===== src/verilog/tpcf_pkg.sv =====
// Package for the trigger position capture fill block.
// Assumes one system clock; sample strobes arrive synchronous to it.
package tpcf_pkg;

	// ------------------------------------------------------------
	// Storage settings and rates
	// ------------------------------------------------------------
	typedef enum logic [2:0] {
		TPCF_STORE_ALL,
		TPCF_STORE_NONE,
		TPCF_STORE_TRANS,
		TPCF_STORE_COND,
		TPCF_STORE_STARTSTOP
	} tpcf_store_t;

	typedef enum logic [1:0] {
		TPCF_HR_125PS,
		TPCF_HR_250PS,
		TPCF_HR_500PS,
		TPCF_HR_1NS
	} tpcf_hrrate_t;

	// High-resolution trigger position ceilings, percent
	localparam logic [6:0] TPCF_HR_MAX_125 = 7'h3A;
	localparam logic [6:0] TPCF_HR_MAX_250 = 7'h4F;
	localparam logic [6:0] TPCF_HR_MAX_500 = 7'h59;
	localparam logic [6:0] TPCF_HR_MAX_1NS = 7'h5E;
	localparam logic [6:0] TPCF_PCT_FULL   = 7'h64;

	// Divider ratios from the fastest high-resolution rate
	localparam logic [2:0] TPCF_DIV_125 = 3'h1;
	localparam logic [2:0] TPCF_DIV_250 = 3'h2;
	localparam logic [2:0] TPCF_DIV_500 = 3'h4;
	localparam logic [2:0] TPCF_DIV_1NS = 3'h0;

	// Reset values
	localparam logic [6:0] TPCF_RST_POS = 7'h32;

	// Sample with its store qualifiers
	typedef struct packed {
		logic [15:0] data;
		logic        store_one;
		logic        qual;
	} tpcf_smp_t;

	// Word written to acquisition memory
	typedef struct packed {
		logic [15:0] data;
		logic        post;
	} tpcf_wr_t;

endpackage : tpcf_pkg


===== src/verilog/tpcf_top.sv =====
// Trigger position capture fill: places samples around a trigger in main memory,
// with forced prefill, system trigger override and high-resolution memory control.
// Assumes all inputs synchronous to CLK_SYS and memory write port with ready.
`timescale 1ns/10ps
`default_nettype none

// Operation
// - Pre and post trigger shares of the depth follow the trigger position percentage.
// - After trigger, post samples are stored until the post share fills, then acquisition stops.
// - A trigger before the pre share is met is taken at once; only the post share of post data is then stored.
// - With forced prefill, the trigger machine waits until the prefill amount is stored.
// - Forced prefill is unavailable under None or Start/Stop storage.
// - A system trigger overrides forced prefill and starts the trigger machine at once.
// - Prefill samples already stored are kept on a system trigger.
// - After a system trigger in prefill, only post samples are stored until the post share fills.
// - The high-resolution rate can be slowed from the fastest rate.
// - The high-resolution trigger position is set apart from the main one.
// - At 125 ps the high-resolution position is limited to 0 to 58 percent.
// - At 250 ps the high-resolution position is limited to 0 to 79 percent.
// - At 500 ps the high-resolution position is limited to 0 to 89 percent.
// - At 1 ns the high-resolution position is limited to 0 to 94 percent.
// - High-resolution capture runs before the run starts, so it needs no prefill.
// - Under None storage only store-one-sample samples are written.
module tpcf_top #(
	parameter int AW = 12
) (
	input  wire logic               CLK_SYS,
	input  wire logic               ARST_N,
	input  wire logic               RUN,
	input  wire logic [AW:0]        DEPTH,
	input  wire logic [6:0]         TRIG_POS,
	input  wire tpcf_pkg::tpcf_store_t STORE_MODE,
	input  wire logic               FORCE_PREFILL,
	input  wire logic [AW:0]        PREFILL_AMT,
	input  wire logic               TRIG_EVT,
	input  wire logic               SYS_TRIG,
	input  wire logic               SMP_VALID,
	input  wire tpcf_pkg::tpcf_smp_t SMP,
	input  wire tpcf_pkg::tpcf_hrrate_t HR_RATE,
	input  wire logic [6:0]         HR_POS,
	input  wire logic               MEM_READY,
	output logic                    MEM_VALID,
	output tpcf_pkg::tpcf_wr_t      MEM_WORD,
	output logic [AW-1:0]           MEM_ADDR,
	output logic                    TRIGGERED,
	output logic                    DONE,
	output logic                    PREFILL_AVAIL,
	output logic                    HR_TICK,
	output logic [6:0]              HR_POS_EFF,
	output logic [AW-1:0]           TRIG_ADDR
);
	import tpcf_pkg::*;

	// Refuse address widths the counters and casts cannot serve
	if (AW < 2 || AW > 24) begin : g_aw_chk
		$error("AW out of range");
	end

	typedef enum logic [1:0] {S_IDLE, S_PREFILL, S_PRE, S_POST} tpcf_state_t;

	// ------------------------------------------------------------
	// Reset release
	// ------------------------------------------------------------
	logic rst_s1_reg, rst_n_reg;
	always_ff @(posedge CLK_SYS or negedge ARST_N) begin
		if (!ARST_N) begin
			rst_s1_reg <= 1'b0;
			rst_n_reg  <= 1'b0;
		end else begin
			rst_s1_reg <= 1'b1;
			rst_n_reg  <= rst_s1_reg;
		end
	end

	// ------------------------------------------------------------
	// Shares and qualification
	// ------------------------------------------------------------
	logic [AW+7:0] pre_prod;
	logic [AW:0]   pre_share, post_share;
	logic          prefill_ok, store_en, accept;
	tpcf_state_t   state_reg;
	logic [AW:0]   pre_cnt_reg, post_cnt_reg;
	logic [AW-1:0] wptr_reg;
	logic          buf_in_ready;

	// Percent split of the depth
	assign pre_prod   = (AW+8)'(DEPTH) * (AW+8)'(TRIG_POS);
	assign pre_share  = (AW+1)'(pre_prod / (AW+8)'(TPCF_PCT_FULL));
	assign post_share = DEPTH - pre_share;
	// No prefill when nothing is stored by default
	assign prefill_ok = FORCE_PREFILL && (STORE_MODE != TPCF_STORE_NONE)
		&& (STORE_MODE != TPCF_STORE_STARTSTOP);
	// None stores only the explicitly picked sample
	always_comb begin
		case (STORE_MODE)
			TPCF_STORE_NONE: store_en = SMP.store_one;
			TPCF_STORE_ALL:  store_en = 1'b1;
			default:         store_en = SMP.qual;
		endcase
	end
	assign accept = SMP_VALID && buf_in_ready && (state_reg != S_IDLE) && store_en;

	// ------------------------------------------------------------
	// Fill state machine
	// ------------------------------------------------------------
	always_ff @(posedge CLK_SYS or negedge rst_n_reg) begin
		if (!rst_n_reg) begin
			state_reg <= S_IDLE;
		end else begin
			case (state_reg)
				S_IDLE: if (RUN) begin
					state_reg <= prefill_ok ? S_PREFILL : S_PRE;
				end
				S_PREFILL: if (SYS_TRIG) begin
					state_reg <= S_POST;
				end else if (pre_cnt_reg >= PREFILL_AMT) begin
					state_reg <= S_PRE;
				end
				S_PRE: if (TRIG_EVT || SYS_TRIG) begin
					state_reg <= S_POST;
				end
				S_POST: if (post_cnt_reg >= post_share) begin
					state_reg <= S_IDLE;
				end
				default: state_reg <= S_IDLE;
			endcase
		end
	end

	// Trigger and completion flags
	always_ff @(posedge CLK_SYS or negedge rst_n_reg) begin
		if (!rst_n_reg) begin
			TRIGGERED <= 1'b0;
			DONE      <= 1'b0;
			TRIG_ADDR <= '0;
		end else if (state_reg == S_IDLE && RUN) begin
			TRIGGERED <= 1'b0;
			DONE      <= 1'b0;
		end else if (state_reg != S_POST && state_reg != S_IDLE && (TRIG_EVT || SYS_TRIG)
			&& !(state_reg == S_PREFILL && !SYS_TRIG)) begin
			TRIGGERED <= 1'b1;
			TRIG_ADDR <= wptr_reg;
		end else if (state_reg == S_POST && post_cnt_reg >= post_share) begin
			DONE <= 1'b1;
		end
	end

	// Counters and circular write pointer
	always_ff @(posedge CLK_SYS or negedge rst_n_reg) begin
		if (!rst_n_reg) begin
			pre_cnt_reg  <= '0;
			post_cnt_reg <= '0;
			wptr_reg     <= '0;
		end else if (state_reg == S_IDLE && RUN) begin
			pre_cnt_reg  <= '0;
			post_cnt_reg <= '0;
			wptr_reg     <= '0;
		end else if (accept && state_reg != S_POST) begin
			// Wrap inside the pre share; oldest samples are lost
			if (pre_share != '0 && wptr_reg >= AW'(pre_share - 1'b1)) begin
				wptr_reg <= '0;
			end else begin
				wptr_reg <= wptr_reg + 1'b1;
			end
			if (pre_cnt_reg < DEPTH) begin
				pre_cnt_reg <= pre_cnt_reg + 1'b1;
			end
		end else if (accept && post_cnt_reg < post_share) begin
			// Pointer stays at the next pre write slot; post words address by count
			post_cnt_reg <= post_cnt_reg + 1'b1;
		end
	end

	// ------------------------------------------------------------
	// Two-entry buffer toward memory
	// ------------------------------------------------------------
	tpcf_wr_t    ent_reg [2];
	logic [AW-1:0] ea_reg [2];
	logic [1:0]  cnt_reg;
	logic        rd_reg;
	logic        push, pop;
	logic [AW-1:0] wr_addr;
	assign buf_in_ready = (cnt_reg != 2'h2);
	// Post words land behind the pre share so retained pre samples survive
	assign wr_addr = (state_reg == S_POST) ? AW'(pre_share + post_cnt_reg) : wptr_reg;
	assign push = accept && !(state_reg == S_POST && post_cnt_reg >= post_share);
	assign pop  = MEM_VALID && MEM_READY;

	// Post samples beyond the post share are not written in post stage
	always_ff @(posedge CLK_SYS) begin
		if (push) begin
			// Write slot is read slot plus fill level, pop or not
			ent_reg[rd_reg ^ cnt_reg[0]] <=
				'{data: SMP.data, post: (state_reg == S_POST)};
			ea_reg[rd_reg ^ cnt_reg[0]] <= wr_addr;
		end
	end

	always_ff @(posedge CLK_SYS or negedge rst_n_reg) begin
		if (!rst_n_reg) begin
			cnt_reg <= 2'h0;
			rd_reg  <= 1'b0;
		end else begin
			cnt_reg <= cnt_reg + {1'b0, push} - {1'b0, pop};
			if (pop) begin
				rd_reg <= ~rd_reg;
			end
		end
	end

	// Registered memory port; holds until taken
	always_ff @(posedge CLK_SYS or negedge rst_n_reg) begin
		if (!rst_n_reg) begin
			MEM_VALID <= 1'b0;
			MEM_WORD  <= '0;
			MEM_ADDR  <= '0;
		end else if (!MEM_VALID || MEM_READY) begin
			MEM_VALID <= (cnt_reg - {1'b0, pop}) != 2'h0;
			MEM_WORD  <= ent_reg[rd_reg ^ pop];
			MEM_ADDR  <= ea_reg[rd_reg ^ pop];
		end
	end

	// ------------------------------------------------------------
	// High-resolution memory control
	// ------------------------------------------------------------
	logic [2:0] hr_div, hr_cnt_reg;
	logic [6:0] hr_max;
	always_comb begin
		case (HR_RATE)
			TPCF_HR_125PS: begin hr_div = TPCF_DIV_125; hr_max = TPCF_HR_MAX_125; end
			TPCF_HR_250PS: begin hr_div = TPCF_DIV_250; hr_max = TPCF_HR_MAX_250; end
			TPCF_HR_500PS: begin hr_div = TPCF_DIV_500; hr_max = TPCF_HR_MAX_500; end
			default:       begin hr_div = TPCF_DIV_1NS; hr_max = TPCF_HR_MAX_1NS; end
		endcase
	end

	// Free running from reset, so filled before any run
	always_ff @(posedge CLK_SYS or negedge rst_n_reg) begin
		if (!rst_n_reg) begin
			hr_cnt_reg <= 3'h0;
			HR_TICK    <= 1'b0;
			HR_POS_EFF <= TPCF_RST_POS;
			PREFILL_AVAIL <= 1'b0;
		end else begin
			hr_cnt_reg <= (hr_cnt_reg + 3'h1 == hr_div) ? 3'h0 : hr_cnt_reg + 3'h1;
			HR_TICK    <= (hr_cnt_reg == 3'h0);
			HR_POS_EFF <= (HR_POS > hr_max) ? hr_max : HR_POS;
			PREFILL_AVAIL <= prefill_ok;
		end
	end
endmodule : tpcf_top
`default_nettype wire


===== config.mk =====
export PLATFORM = sky130hd
export DESIGN_NAME = tpcf_top
export DESIGN_NICKNAME = d
export VERILOG_FILES = /design/src/verilog/tpcf_pkg.sv /design/src/verilog/tpcf_top.sv
export SDC_FILE = /design/constraint.sdc
export NUM_CORES = 1
export LEC_CHECK = 0
export BUFFER_PORTS_ARGS = -buffer_cell sky130_fd_sc_hd__buf_2
export CAP_MARGIN = 10
export CORE_ASPECT_RATIO = 1.2
export CORE_MARGIN = 4
export CORE_UTILIZATION = 50
export CTS_CLUSTER_SIZE = 20
export DETAILED_ROUTE_END_ITERATION = 10
export PLACE_DENSITY_LB_ADDON = 0.08
export SYNTH_ARGS = -nofsm -noshare
export SYNTH_HDL_FRONTEND = slang
export SYNTH_SLANG_ARGS = --single-unit

===== constraint.sdc =====
create_clock -name CLK_SYS -period 3 [get_ports CLK_SYS]
set_input_delay 0.3 -clock CLK_SYS [delete_from_list [all_inputs] [get_ports CLK_SYS]]
set_output_delay 0.3 -clock CLK_SYS [all_outputs]
set_load 0.03 [all_outputs]

Word-level counts from Yosys, hierarchy flattened:

Memory sizes are Yosys's and may differ from the RTL's. A register that Yosys moved wholly into a read port is not among the register bits.
Index checks and enable logic that the tools add are counted.

* register bits: 72
* bits in latches: 0
* memory bits (writable): 58
* bits in read-only memories: 0
* input port bits: 71
* output and inout port bits: 53
* word-level logic and storage cells: 127
* memories kept: 2

Memory list
* ent_reg: depth 2, bits a word 17, read ports 1, clocked after memory_dff 1, wr ports 1, RTL line tpcf_top.sv:177 `tpcf_wr_t ent_reg [2];`
* ea_reg: depth 2, bits a word 12, read ports 1, clocked after memory_dff 1, wr ports 1, RTL line tpcf_top.sv:178 `logic [AW-1:0] ea_reg [2];`

* add/sub/neg operators: 10
* $mul: 1
* divide/modulo/power cells: 1
* $lt $le $gt $ge: 6
* eq/ne operators: 17
* shift operators: 0
* muxes and demuxes: 29
* bitwise logic cells: 4
* reduce and logical (&&, ||, !) cells: 41

Operator list (count)
* $mux W13: 6
* $mux W12: 4
* $add A13 B1 Y13 const B: 2
* $ge A13 B13 Y1: 2
* $lt A13 B13 Y1: 2
* $pmux W7 S3: 1
* $div A20 B7 Y20 const B: 1
* $mul A13 B7 Y20: 1
* $logic_and A1 B1 Y1: 16
* $ne A2 B2 Y1 const B: 7
* $reduce_bool A2 Y1: 7
* $reduce_bool A13 Y1: 1
* $sub A13 B13 Y13: 1
* $add A12 B1 Y12 const B: 1
* $add A12 B12 Y12: 1
* $ge A12 B12 Y1: 1
* $mux W2: 6
* $sub A12 B1 Y12 const B: 1
* $pmux W3 S3: 1
* $pmux W2 S4: 1
* $reduce_and A2 Y1: 4
* $gt A7 B7 Y1: 1
* $mux W1: 7
* $mux W7: 1
* 18 further kinds: 33

Depth between registers and ports, before layout:

Gate-level depths: netlist (run 1).

* word-level depth: 9
* gate-level depth with buffers: 79
* gate-level depth less buffers: 74

Worst setup path after synthesis (run 1):

OpenSTA, ideal clock, no wires.

* path type: in2reg
* start point: input TRIG_POS[6]
* end point: memory ea_reg[1][0] (enable)
* setup time: 0.418 ns
* arrival: 15.961 ns
* required time: 2.582 ns
* setup slack: -13.379 ns
* cell stages on the path: 69
* buffers on the path: 4
* cells stage by stage: clkbuf_1 > and2_1 > fa_1 > inv_1 > fa_1 > inv_1 > fa_1 > inv_1 > fa_1 > inv_1 > ha_1 > buf_2 > a211oi_2 > nor2_1 > a21oi_1 > o211ai_4 > or2_1 > clkbuf_1 > (+33 left out) > nand2_1 > nand2_1 > a21oi_1 > o21ai_0 > a21oi_1 > o21ai_0 > a21oi_1 > o21bai_1 > a21oi_1 > xnor2_1 > ha_1 > nor2b_1 > o21ai_0 > nand2b_1 > a21oi_1 > o31a_1 > o21ai_0 > nor2b_1

* cells in the longest elaborated chain, start to end: 9

Ends and longest elaborated chain
* from (decl): RTL line tpcf_top.sv:31 `input wire logic [6:0] TRIG_POS,`
* $mul A13 B7 Y20: RTL line tpcf_top.sv:87 `assign pre_prod = (AW+8)'(DEPTH) * (AW+8)'(TRIG_POS);`
* $div A20 B7 Y20: RTL line tpcf_top.sv:88 `assign pre_share = (AW+1)'(pre_prod / (AW+8)'(TPCF_PCT_FULL));`
* $sub A13 B13 Y13: RTL line tpcf_top.sv:89 `assign post_share = DEPTH - pre_share;`
* $ge A13 B13 Y1: RTL line tpcf_top.sv:186 `assign push = accept && !(state_reg == S_POST && post_cnt_reg >= post_share);`
* $logic_and A1 B1 Y1: RTL line tpcf_top.sv:186
* $logic_not A1 Y1: RTL line tpcf_top.sv:186
* $logic_and A1 B1 Y1: RTL line tpcf_top.sv:186
* $mux W1: RTL line tpcf_top.sv:191 `if (push) begin`
* $mux W1 (implied by the code): RTL line tpcf_top.sv:195 `ea_reg[rd_reg ^ cnt_reg[0]] <= wr_addr;`
* to (decl): RTL line tpcf_top.sv:178

Every way passes these cells.

Worst setup path after layout (run 1):

* start point: input TRIG_POS[3]
* end point: register cnt_reg[1]

* cells in the longest elaborated chain, start to end: 9

Ends and longest elaborated chain
* $mul A13 B7 Y20: RTL line tpcf_top.sv:87
* $div A20 B7 Y20: RTL line tpcf_top.sv:88
* $sub A13 B13 Y13: RTL line tpcf_top.sv:89
* $ge A13 B13 Y1: RTL line tpcf_top.sv:186
* $logic_and A1 B1 Y1: RTL line tpcf_top.sv:186
* $logic_not A1 Y1: RTL line tpcf_top.sv:186
* $logic_and A1 B1 Y1: RTL line tpcf_top.sv:186
* $add A2 B1 Y2: RTL line tpcf_top.sv:204 `cnt_reg <= cnt_reg + {1'b0, push} - {1'b0, pop};`
* $sub A2 B1 Y2: RTL line tpcf_top.sv:204
* to (signal assigned): RTL line tpcf_top.sv:204
* to (decl): RTL line tpcf_top.sv:179 `logic [1:0] cnt_reg;`

Every way passes these cells.
A chain may end at the register's enable or synchronous reset.

==> metrics.txt, run 1 <==
# TYPE chip_impl_metric gauge
chip_impl_metric{name="final_period_minus_worst_setup_slack",unit="ns"} 15.25
chip_impl_metric{name="floorplan.die_area",unit="sq um"} 34500
chip_impl_info{name="worst-setup-path-type",value="in2reg"} 1
chip_impl_metric{name="num_antenna_cells",unit=""} 0
chip_impl_metric{name="global_route_wire_length_before_repair",unit="mm"} 77.39
chip_impl_metric{name="post_synth_inst_count",unit=""} 1732
chip_impl_info{name="synth-main-ff-cell",value="sky130_fd_sc_hd__dfrtp_1"} 1
chip_impl_metric{name="cts.htree.levels",unit=""} 4
chip_impl_info{name="timing.rr.start",value="wptr_reg[0]"} 1
chip_impl_metric{name="syn_avg_cell_area",unit="sq um"} 9.118
chip_impl_metric{name="dieWidth",unit="um"} 170.2
chip_impl_metric{name="flip_flop_count_of_the_largest_register_all_copies_and_words_added",unit=""} 34
chip_impl_metric{name="fin_nets",unit=""} 2596
chip_impl_metric{name="design.core.area",unit="sq um"} 31270
chip_impl_metric{name="numPortBuffers",unit=""} 123
chip_impl_info{name="outcome",value="finished with violations"} 1
chip_impl_metric{name="synth_async_sr_flop_share",unit=""} 0.6352
chip_impl_metric{name="hpwlAfterDp",unit="mm"} 37.33
chip_impl_metric{name="fmax",unit="GHz"} 0.06559
chip_impl_metric{name="place_congestion",unit=""} 0.9612
chip_impl_metric{name="reg2reg_setup_slack",unit="ns"} -0.34
chip_impl_metric{name="cap_violations",unit=""} 0
chip_impl_metric{name="antenna_found_initial",unit=""} 3
chip_impl_info{name="cts_tree",value="yes"} 1
chip_impl_metric{name="number_of_cts_inserted_buffers",unit=""} 17
chip_impl_metric{name="holdPathStages",unit=""} 1
chip_impl_metric{name="seq_area_frac_synth",unit=""} 0.2706
chip_impl_info{name="worst_setup_path_end_kind",value="flip-flop"} 1
chip_impl_metric{name="insertion_delay",unit="ns"} 0.42
chip_impl_metric{name="num_io_pins",unit=""} 124
chip_impl_info{name="failed_checks",value="setup timing"} 1
chip_impl_metric{name="synth.lib_cells_used.distinct",unit=""} 125
chip_impl_metric{name="detailedRoute.firstIterationViolations",unit=""} 822
chip_impl_info{name="critical_path.reg2reg.endpoint",value="wptr_reg[6]"} 1
chip_impl_metric{name="clock_sinks",unit=""} 159
chip_impl_metric{name="clock_tree.buffer_depth",unit=""} 2
chip_impl_info{name="crit_path_start_kind",value="input port"} 1
chip_impl_metric{name="clock-skew-final",unit="ns"} 0.008155
chip_impl_metric{name="slack_of_the_critical_path",unit="ns"} -12.25
chip_impl_metric{name="grt_max_degree",unit=""} 54
chip_impl_metric{name="worst-endpoint-required",unit="ns"} 3.31
chip_impl_info{name="worstSetupStartpoint",value="TRIG_POS[3]"} 1
chip_impl_metric{name="ys_ff_latch",unit=""} 159
chip_impl_metric{name="timing.critical_path.slowest_cell_delay",unit="ns"} 0.54
chip_impl_metric{name="post_route_cells_drive_above_1_share",unit=""} 0.3866
chip_impl_metric{name="placementRows",unit=""} 71
chip_impl_info{name="crit_path_frequent_cell",value="sky130_fd_sc_hd__buf_4"} 1
chip_impl_metric{name="post-route-drc-count",unit=""} 0
chip_impl_metric{name="maxSlewViolCount",unit=""} 0
chip_impl_info{name="rsz0062_at_grt",value="yes"} 1
chip_impl_metric{name="r2r.worst_path.cells",unit=""} 22
chip_impl_metric{name="final.hold.worst_slack",unit="ns"} 0.06876
chip_impl_metric{name="chipHeight",unit="um"} 202.7
chip_impl_metric{name="syn_nets",unit=""} 1995
chip_impl_metric{name="clkTransAtPathRegs",unit="ns"} 0.06
chip_impl_info{name="cpMaxStageDelayCell",value="sky130_fd_sc_hd__or4_4"} 1
chip_impl_info{name="endpoint",value="cnt_reg[1]"} 1
chip_impl_metric{name="initial_utilization",unit=""} 0.5050
chip_impl_metric{name="grt_pass1_vias",unit=""} 15840
chip_impl_metric{name="area.growth.synth_to_final",unit="%"} 41.48
chip_impl_info{name="cts_root_buffer",value="sky130_fd_sc_hd__clkbuf_16"} 1
chip_impl_metric{name="synth_edf_count",unit=""} 58
chip_impl_metric{name="grt_use_total",unit=""} 0.2725
chip_impl_metric{name="tightestPinTransition",unit="ns"} 1.233
chip_impl_metric{name="path_max_fanout",unit=""} 9
chip_impl_metric{name="via_count",unit=""} 15310
chip_impl_metric{name="fin_crit_sh",unit=""} 5.082
chip_impl_metric{name="ys.warnings.count",unit=""} 0
chip_impl_metric{name="wire_per_inst",unit="um"} 17.23
chip_impl_metric{name="viasPerCell",unit=""} 5.574
chip_impl_info{name="layout_commonest_cell",value="sky130_fd_sc_hd__buf_4"} 1
chip_impl_info{name="layout.cells.most_common_list",value="sky130_fd_sc_hd__buf_4 (492), sky130_fd_sc_hd__nand2_1 (146), sky130_fd_sc_hd__inv_1 (130)"} 1
chip_impl_metric{name="detail-route-antenna-nets",unit=""} 0
chip_impl_metric{name="timing_hold_violations_final",unit=""} 0
chip_impl_metric{name="syn_area",unit="sq um"} 15790
chip_impl_metric{name="gr-total-overflow",unit=""} 0
chip_impl_metric{name="timing.max_slew.rel_slack",unit=""} 0.1783
chip_impl_metric{name="drt-total-wl",unit="mm"} 47.33
chip_impl_metric{name="setup-violations-final",unit=""} 112
chip_impl_info{name="worstHoldPathType",value="in2reg"} 1
chip_impl_metric{name="drt_first_pass_iters",unit=""} 5
chip_impl_metric{name="cp_data_arrival_time",unit="ns"} 15.55
==> synth_stat cells, types with 6 or more instances <==
cell	n	area share
sky130_fd_sc_hd__and4_1	6	0.0033
sky130_fd_sc_hd__ha_1	136	0.11
sky130_fd_sc_hd__edfxtp_1	58	0.11
sky130_fd_sc_hd__or3_1	10	0.0040
sky130_fd_sc_hd__fa_1	56	0.071
sky130_fd_sc_hd__clkbuf_1	27	0.0064
sky130_fd_sc_hd__o22ai_1	6	0.0024
sky130_fd_sc_hd__nor3_1	28	0.0089
sky130_fd_sc_hd__a31oi_1	21	0.0083
sky130_fd_sc_hd__nand2b_1	28	0.011
sky130_fd_sc_hd__a211o_1	7	0.0039
sky130_fd_sc_hd__buf_2	21	0.0067
sky130_fd_sc_hd__o21ai_0	97	0.031
sky130_fd_sc_hd__o211a_1	7	0.0044
sky130_fd_sc_hd__a21oi_1	89	0.028
sky130_fd_sc_hd__nand3_1	38	0.012
sky130_fd_sc_hd__and3_1	19	0.0075
sky130_fd_sc_hd__inv_1	133	0.032
sky130_fd_sc_hd__dfrtp_1	98	0.16
sky130_fd_sc_hd__and2_1	85	0.034
sky130_fd_sc_hd__nor2b_1	19	0.0075
sky130_fd_sc_hd__nor2_1	94	0.022
sky130_fd_sc_hd__or2_2	10	0.0040
sky130_fd_sc_hd__o21bai_1	15	0.0071
sky130_fd_sc_hd__a21o_1	30	0.014
sky130_fd_sc_hd__nor4_1	6	0.0024
sky130_fd_sc_hd__o211ai_1	19	0.0090
sky130_fd_sc_hd__mux2_2	24	0.017
sky130_fd_sc_hd__a211oi_1	16	0.0076
sky130_fd_sc_hd__a221o_1	7	0.0044
sky130_fd_sc_hd__nand2_1	151	0.036
sky130_fd_sc_hd__o21ai_1	15	0.0048
sky130_fd_sc_hd__nand4_1	27	0.011
sky130_fd_sc_hd__o21a_1	11	0.0052
sky130_fd_sc_hd__xnor2_1	60	0.033
sky130_fd_sc_hd__xor2_1	31	0.017
sky130_fd_sc_hd__mux2i_1	39	0.025
==> through the flow <==
step	setup TNS (ns)	util	setup WS, ns	cells	area (sq um)
after floorplan	-1285.13	-	-12.09	1732	16230
after global placement	-1364.74	0.6582	-12.72	2662	20580
after detailed placement	-1396.82	0.6582	-13.04	2662	20580
after CTS	-1299.62	0.7023	-12.07	2731	21960
after global routing	-1398.72	0.7145	-12.99	2747	22340
final	-1320.35	0.7145	-12.25	2747	22340
==> how the worst min path moves through the flow <==
stage | from | endpoint | slack, ns
floorplan | ARST_N | rst_n_reg | 0.004
global route | SMP[6] | ent_reg[0][5] | 0.04
finish | SMP[6] | ent_reg[1][5] | 0.07
detailed placement | ARST_N | rst_s1_reg | 0.09
global placement | ARST_N | rst_s1_reg | 0.09
CTS | SMP[6] | ent_reg[1][5] | 0.05
==> cell type report <==
type	count	area (sq um)
multi-input combinational	1379	11760
fill	2459	8927
timing repair buffer	638	4717
sequential	159	4277
inverter	138	528.0
tap	401	501.7
clock buffer	17	425.4
clock inverter	15	133.9
==> routing by layer <==
layer / share of wire / GRT usage
met4: 0.037 / 0.1007
met1: 0.39 / 0.3120
met3: 0.034 / 0.03077
met2: 0.53 / 0.5148
met5: 0.00097 / 0
==> worst max-delay path: cells and delay by family <==
kind	cells	cell delay, ns
xor gates and xnor gates	3	0.38
AOI/OAI and AO/OA	31	6.24
and+or+nand+nor	16	2.34
buffers and inverters	16	1.85
muxes	3	0.99
adders and majority gates	10	3.41
==> logic make-up after synthesis <==
group / after synthesis / share of synthesized area
AND/OR/NAND/NOR: 559 / 0.1868
AO/OA/AOI/OAI: 463 / 0.2138
buffers and inverters: 195 / 0.04912
adder cells (fa/ha/maj): 193 / 0.1794
flip-flops: 159 / 0.2706
XOR/XNOR: 97 / 0.05665
multiplexers: 65 / 0.04349
other: 1 / 0.0002375
==> what timing repair did <==
action                                 4_1_cts  5_1_grt
pin swaps                                   41       51
hold buffers                                 1        0
setup endpoints to repair                  112      122
setup buffers                               39       16
endpoints found under the hold margin        2        0
gates cloned                                 3        0
gates resized for setup                     90       60
Power of run 1 is not shown: default switching activity piles up to over one toggle a cycle in this logic, so the estimate is an artifact.
==> inputs of run 2 (changes only) <==
==> constraint.sdc (replaced) <==
create_clock -name CLK_SYS -period 12.8 [get_ports CLK_SYS]
set_input_delay 1.28 -clock CLK_SYS [delete_from_list [all_inputs] [get_ports CLK_SYS]]
set_output_delay 1.28 -clock CLK_SYS [all_outputs]
set_load 0.03 [all_outputs]
==> run 2 against run 1 <==
  * The run still ends with setup timing left
  * Sequential cell count unchanged
  * Register-to-register slack better by 9.7 ns
  * Critical path depth unchanged
  * Sequential share of layout area down 0.66 points
  * Final cell count up 0.76%
  * Non-clock buffer count up 22
  * Global-route usage up 0.21 points
==> metrics.txt, run 2 (same netlist as run 1, synthesis figures left out) <==
# TYPE chip_impl_metric gauge
chip_impl_info{name="crit_path_start_kind",value="input port"} 1
chip_impl_metric{name="path_max_fanout",unit=""} 7
chip_impl_metric{name="wire_per_inst",unit="um"} 17.91
chip_impl_metric{name="number_of_cts_inserted_buffers",unit=""} 17
chip_impl_metric{name="num_antenna_cells",unit=""} 0
chip_impl_info{name="layout_commonest_cell",value="sky130_fd_sc_hd__buf_4"} 1
chip_impl_metric{name="dieWidth",unit="um"} 170.2
chip_impl_metric{name="fin_crit_sh",unit=""} 1.277
chip_impl_info{name="cpMaxStageDelayCell",value="sky130_fd_sc_hd__fa_1"} 1
chip_impl_metric{name="final_period_minus_worst_setup_slack",unit="ns"} 16.35
chip_impl_metric{name="via_count",unit=""} 15760
chip_impl_info{name="layout.cells.most_common_list",value="sky130_fd_sc_hd__buf_4 (500), sky130_fd_sc_hd__nand2_1 (141), sky130_fd_sc_hd__inv_1 (125)"} 1
chip_impl_metric{name="flip_flop_count_of_the_largest_register_all_copies_and_words_added",unit=""} 34
chip_impl_metric{name="post-route-drc-count",unit=""} 0
chip_impl_metric{name="clkTransAtPathRegs",unit="ns"} 0.07
chip_impl_info{name="worstHoldPathType",value="reg2async"} 1
chip_impl_info{name="worst_setup_path_end_kind",value="flip-flop"} 1
chip_impl_metric{name="initial_utilization",unit=""} 0.5050
chip_impl_metric{name="gr-total-overflow",unit=""} 0
chip_impl_metric{name="drt_first_pass_iters",unit=""} 7
chip_impl_metric{name="antenna_found_initial",unit=""} 1
chip_impl_metric{name="final_area",unit="sq um"} 23130
chip_impl_info{name="endpoint",value="cnt_reg[1]"} 1
chip_impl_metric{name="dpl-instance-area",unit="sq um"} 20300
chip_impl_metric{name="clock_tree.buffer_depth",unit=""} 2
chip_impl_info{name="failed_checks",value="setup timing"} 1
chip_impl_metric{name="place_congestion",unit=""} 0.8985
chip_impl_info{name="cts_tree",value="yes"} 1
chip_impl_metric{name="slack_of_the_critical_path",unit="ns"} -3.552
chip_impl_info{name="worstSetupStartpoint",value="DEPTH[8]"} 1
chip_impl_metric{name="viasPerCell",unit=""} 5.693
chip_impl_info{name="timing.rr.start",value="wptr_reg[0]"} 1
chip_impl_metric{name="maxSlewViolCount",unit=""} 0
chip_impl_metric{name="setup-violations-final",unit=""} 112
chip_impl_info{name="critical_path.reg2reg.endpoint",value="wptr_reg[2]"} 1
chip_impl_metric{name="worst-endpoint-required",unit="ns"} 13.14
chip_impl_metric{name="design.core.area",unit="sq um"} 31270
chip_impl_metric{name="clock_sinks",unit=""} 159
chip_impl_metric{name="postCtsHoldBufs",unit=""} 0
chip_impl_info{name="worst-setup-path-type",value="in2reg"} 1
chip_impl_metric{name="floorplan.die_area",unit="sq um"} 34500
chip_impl_metric{name="numPortBuffers",unit=""} 123
chip_impl_metric{name="detail-route-antenna-nets",unit=""} 0
chip_impl_info{name="outcome",value="finished with violations"} 1
chip_impl_info{name="crit_path_frequent_cell",value="sky130_fd_sc_hd__buf_4"} 1
chip_impl_metric{name="cap_violations",unit=""} 0
chip_impl_metric{name="fin_nets",unit=""} 2617
chip_impl_metric{name="num_io_pins",unit=""} 124
chip_impl_metric{name="chipHeight",unit="um"} 202.7
chip_impl_metric{name="grt_pass1_vias",unit=""} 16050
chip_impl_metric{name="grt_max_degree",unit=""} 74
chip_impl_info{name="rsz0062_at_grt",value="yes"} 1
chip_impl_metric{name="insertion_delay",unit="ns"} 0.42
chip_impl_metric{name="grt_use_total",unit=""} 0.2746
chip_impl_metric{name="global_route_wire_length_before_repair",unit="mm"} 78.41
chip_impl_metric{name="timing.max_slew.rel_slack",unit=""} 0.2547
chip_impl_metric{name="tightestPinTransition",unit="ns"} 1.116
chip_impl_metric{name="fmax",unit="GHz"} 0.06116
chip_impl_metric{name="cp_data_arrival_time",unit="ns"} 16.70
chip_impl_metric{name="cts.htree.levels",unit=""} 4
chip_impl_metric{name="detailedRoute.firstIterationViolations",unit=""} 798
chip_impl_metric{name="r2r.worst_path.cells",unit=""} 22
chip_impl_metric{name="area.growth.synth_to_final",unit="%"} 46.49
chip_impl_metric{name="placementRows",unit=""} 71
chip_impl_metric{name="post_route_cells_drive_above_1_share",unit=""} 0.4183
chip_impl_metric{name="reg2reg_setup_slack",unit="ns"} 9.39
chip_impl_info{name="cts_root_buffer",value="sky130_fd_sc_hd__clkbuf_16"} 1
chip_impl_metric{name="clock-skew-final",unit="ns"} 0.009201
chip_impl_metric{name="utilization",unit=""} 0.7398
chip_impl_metric{name="drt-total-wl",unit="mm"} 49.58
chip_impl_metric{name="timing.critical_path.slowest_cell_delay",unit="ns"} 0.59
chip_impl_metric{name="timing_hold_violations_final",unit=""} 0
chip_impl_metric{name="hpwlAfterDp",unit="mm"} 36.67
[run 2: worst min path at each step]
stage | endpoint | slack (ns) | cells past startpoint
floorplan | rst_n_reg | 0.33 | 0
global placement | TRIG_ADDR[6] | 0.24 | 0
detailed placement | TRIG_ADDR[10] | 0.25 | 0
CTS | TRIG_ADDR[10] | 0.25 | 0
global route | TRIG_ADDR[7] | 0.28 | 0
finish | TRIG_ADDR[7] | 0.24 | 0
[run 2: worst max-delay path: cells and delay by family]
family | cells | cell delay [ns]
AO/OA/AOI/OAI | 29 | 5.65
buffers and inverters | 17 | 2.18
AND/OR/NAND/NOR | 16 | 2.26
XOR/XNOR | 3 | 0.44
adder cells (fa/ha/maj) | 10 | 3.62
multiplexers | 4 | 1.23
[run 2: layout make-up]
class	instances	area (sq um)
repair buffers	660	5010
inverters	138	533.0
flip-flops and latches	159	4277
fillers	2241	8135
clock buffers	21	460.4
clock inverters	11	106.4
multi-input cells	1378	12250
well taps	401	501.7
[run 2: metal layers]
layer	track usage	vias to the layer above	wire length [um]
met4	0.1090	2	1982
li1	-	7516	-
met5	0	-	7
met1	0.3147	7665	19120
met3	0.03116	140	2082
met2	0.5148	435	26380
[run 2: through the flow]
step                cells  setup TNS, ns  hold WS, ns  setup WS [ns]
finish               2768        -340.14       0.2402         -3.552
global route         2768        -416.45       0.2763         -4.301
CTS                  2732        -288.55       0.2535         -3.166
detailed placement   2626        -414.39       0.2471         -4.291
global placement     2626        -400.94       0.2437         -4.126
floorplan            1732        -297.29       0.3312         -3.275
[run 2: timing repair]
item,4_1_cts,5_1_grt
cloned,4,1
endpoints found under the setup margin,112,112
resized for setup,169,125
pin swaps,106,118
setup buffers,88,41
Power of run 2 is left out for the same reason.
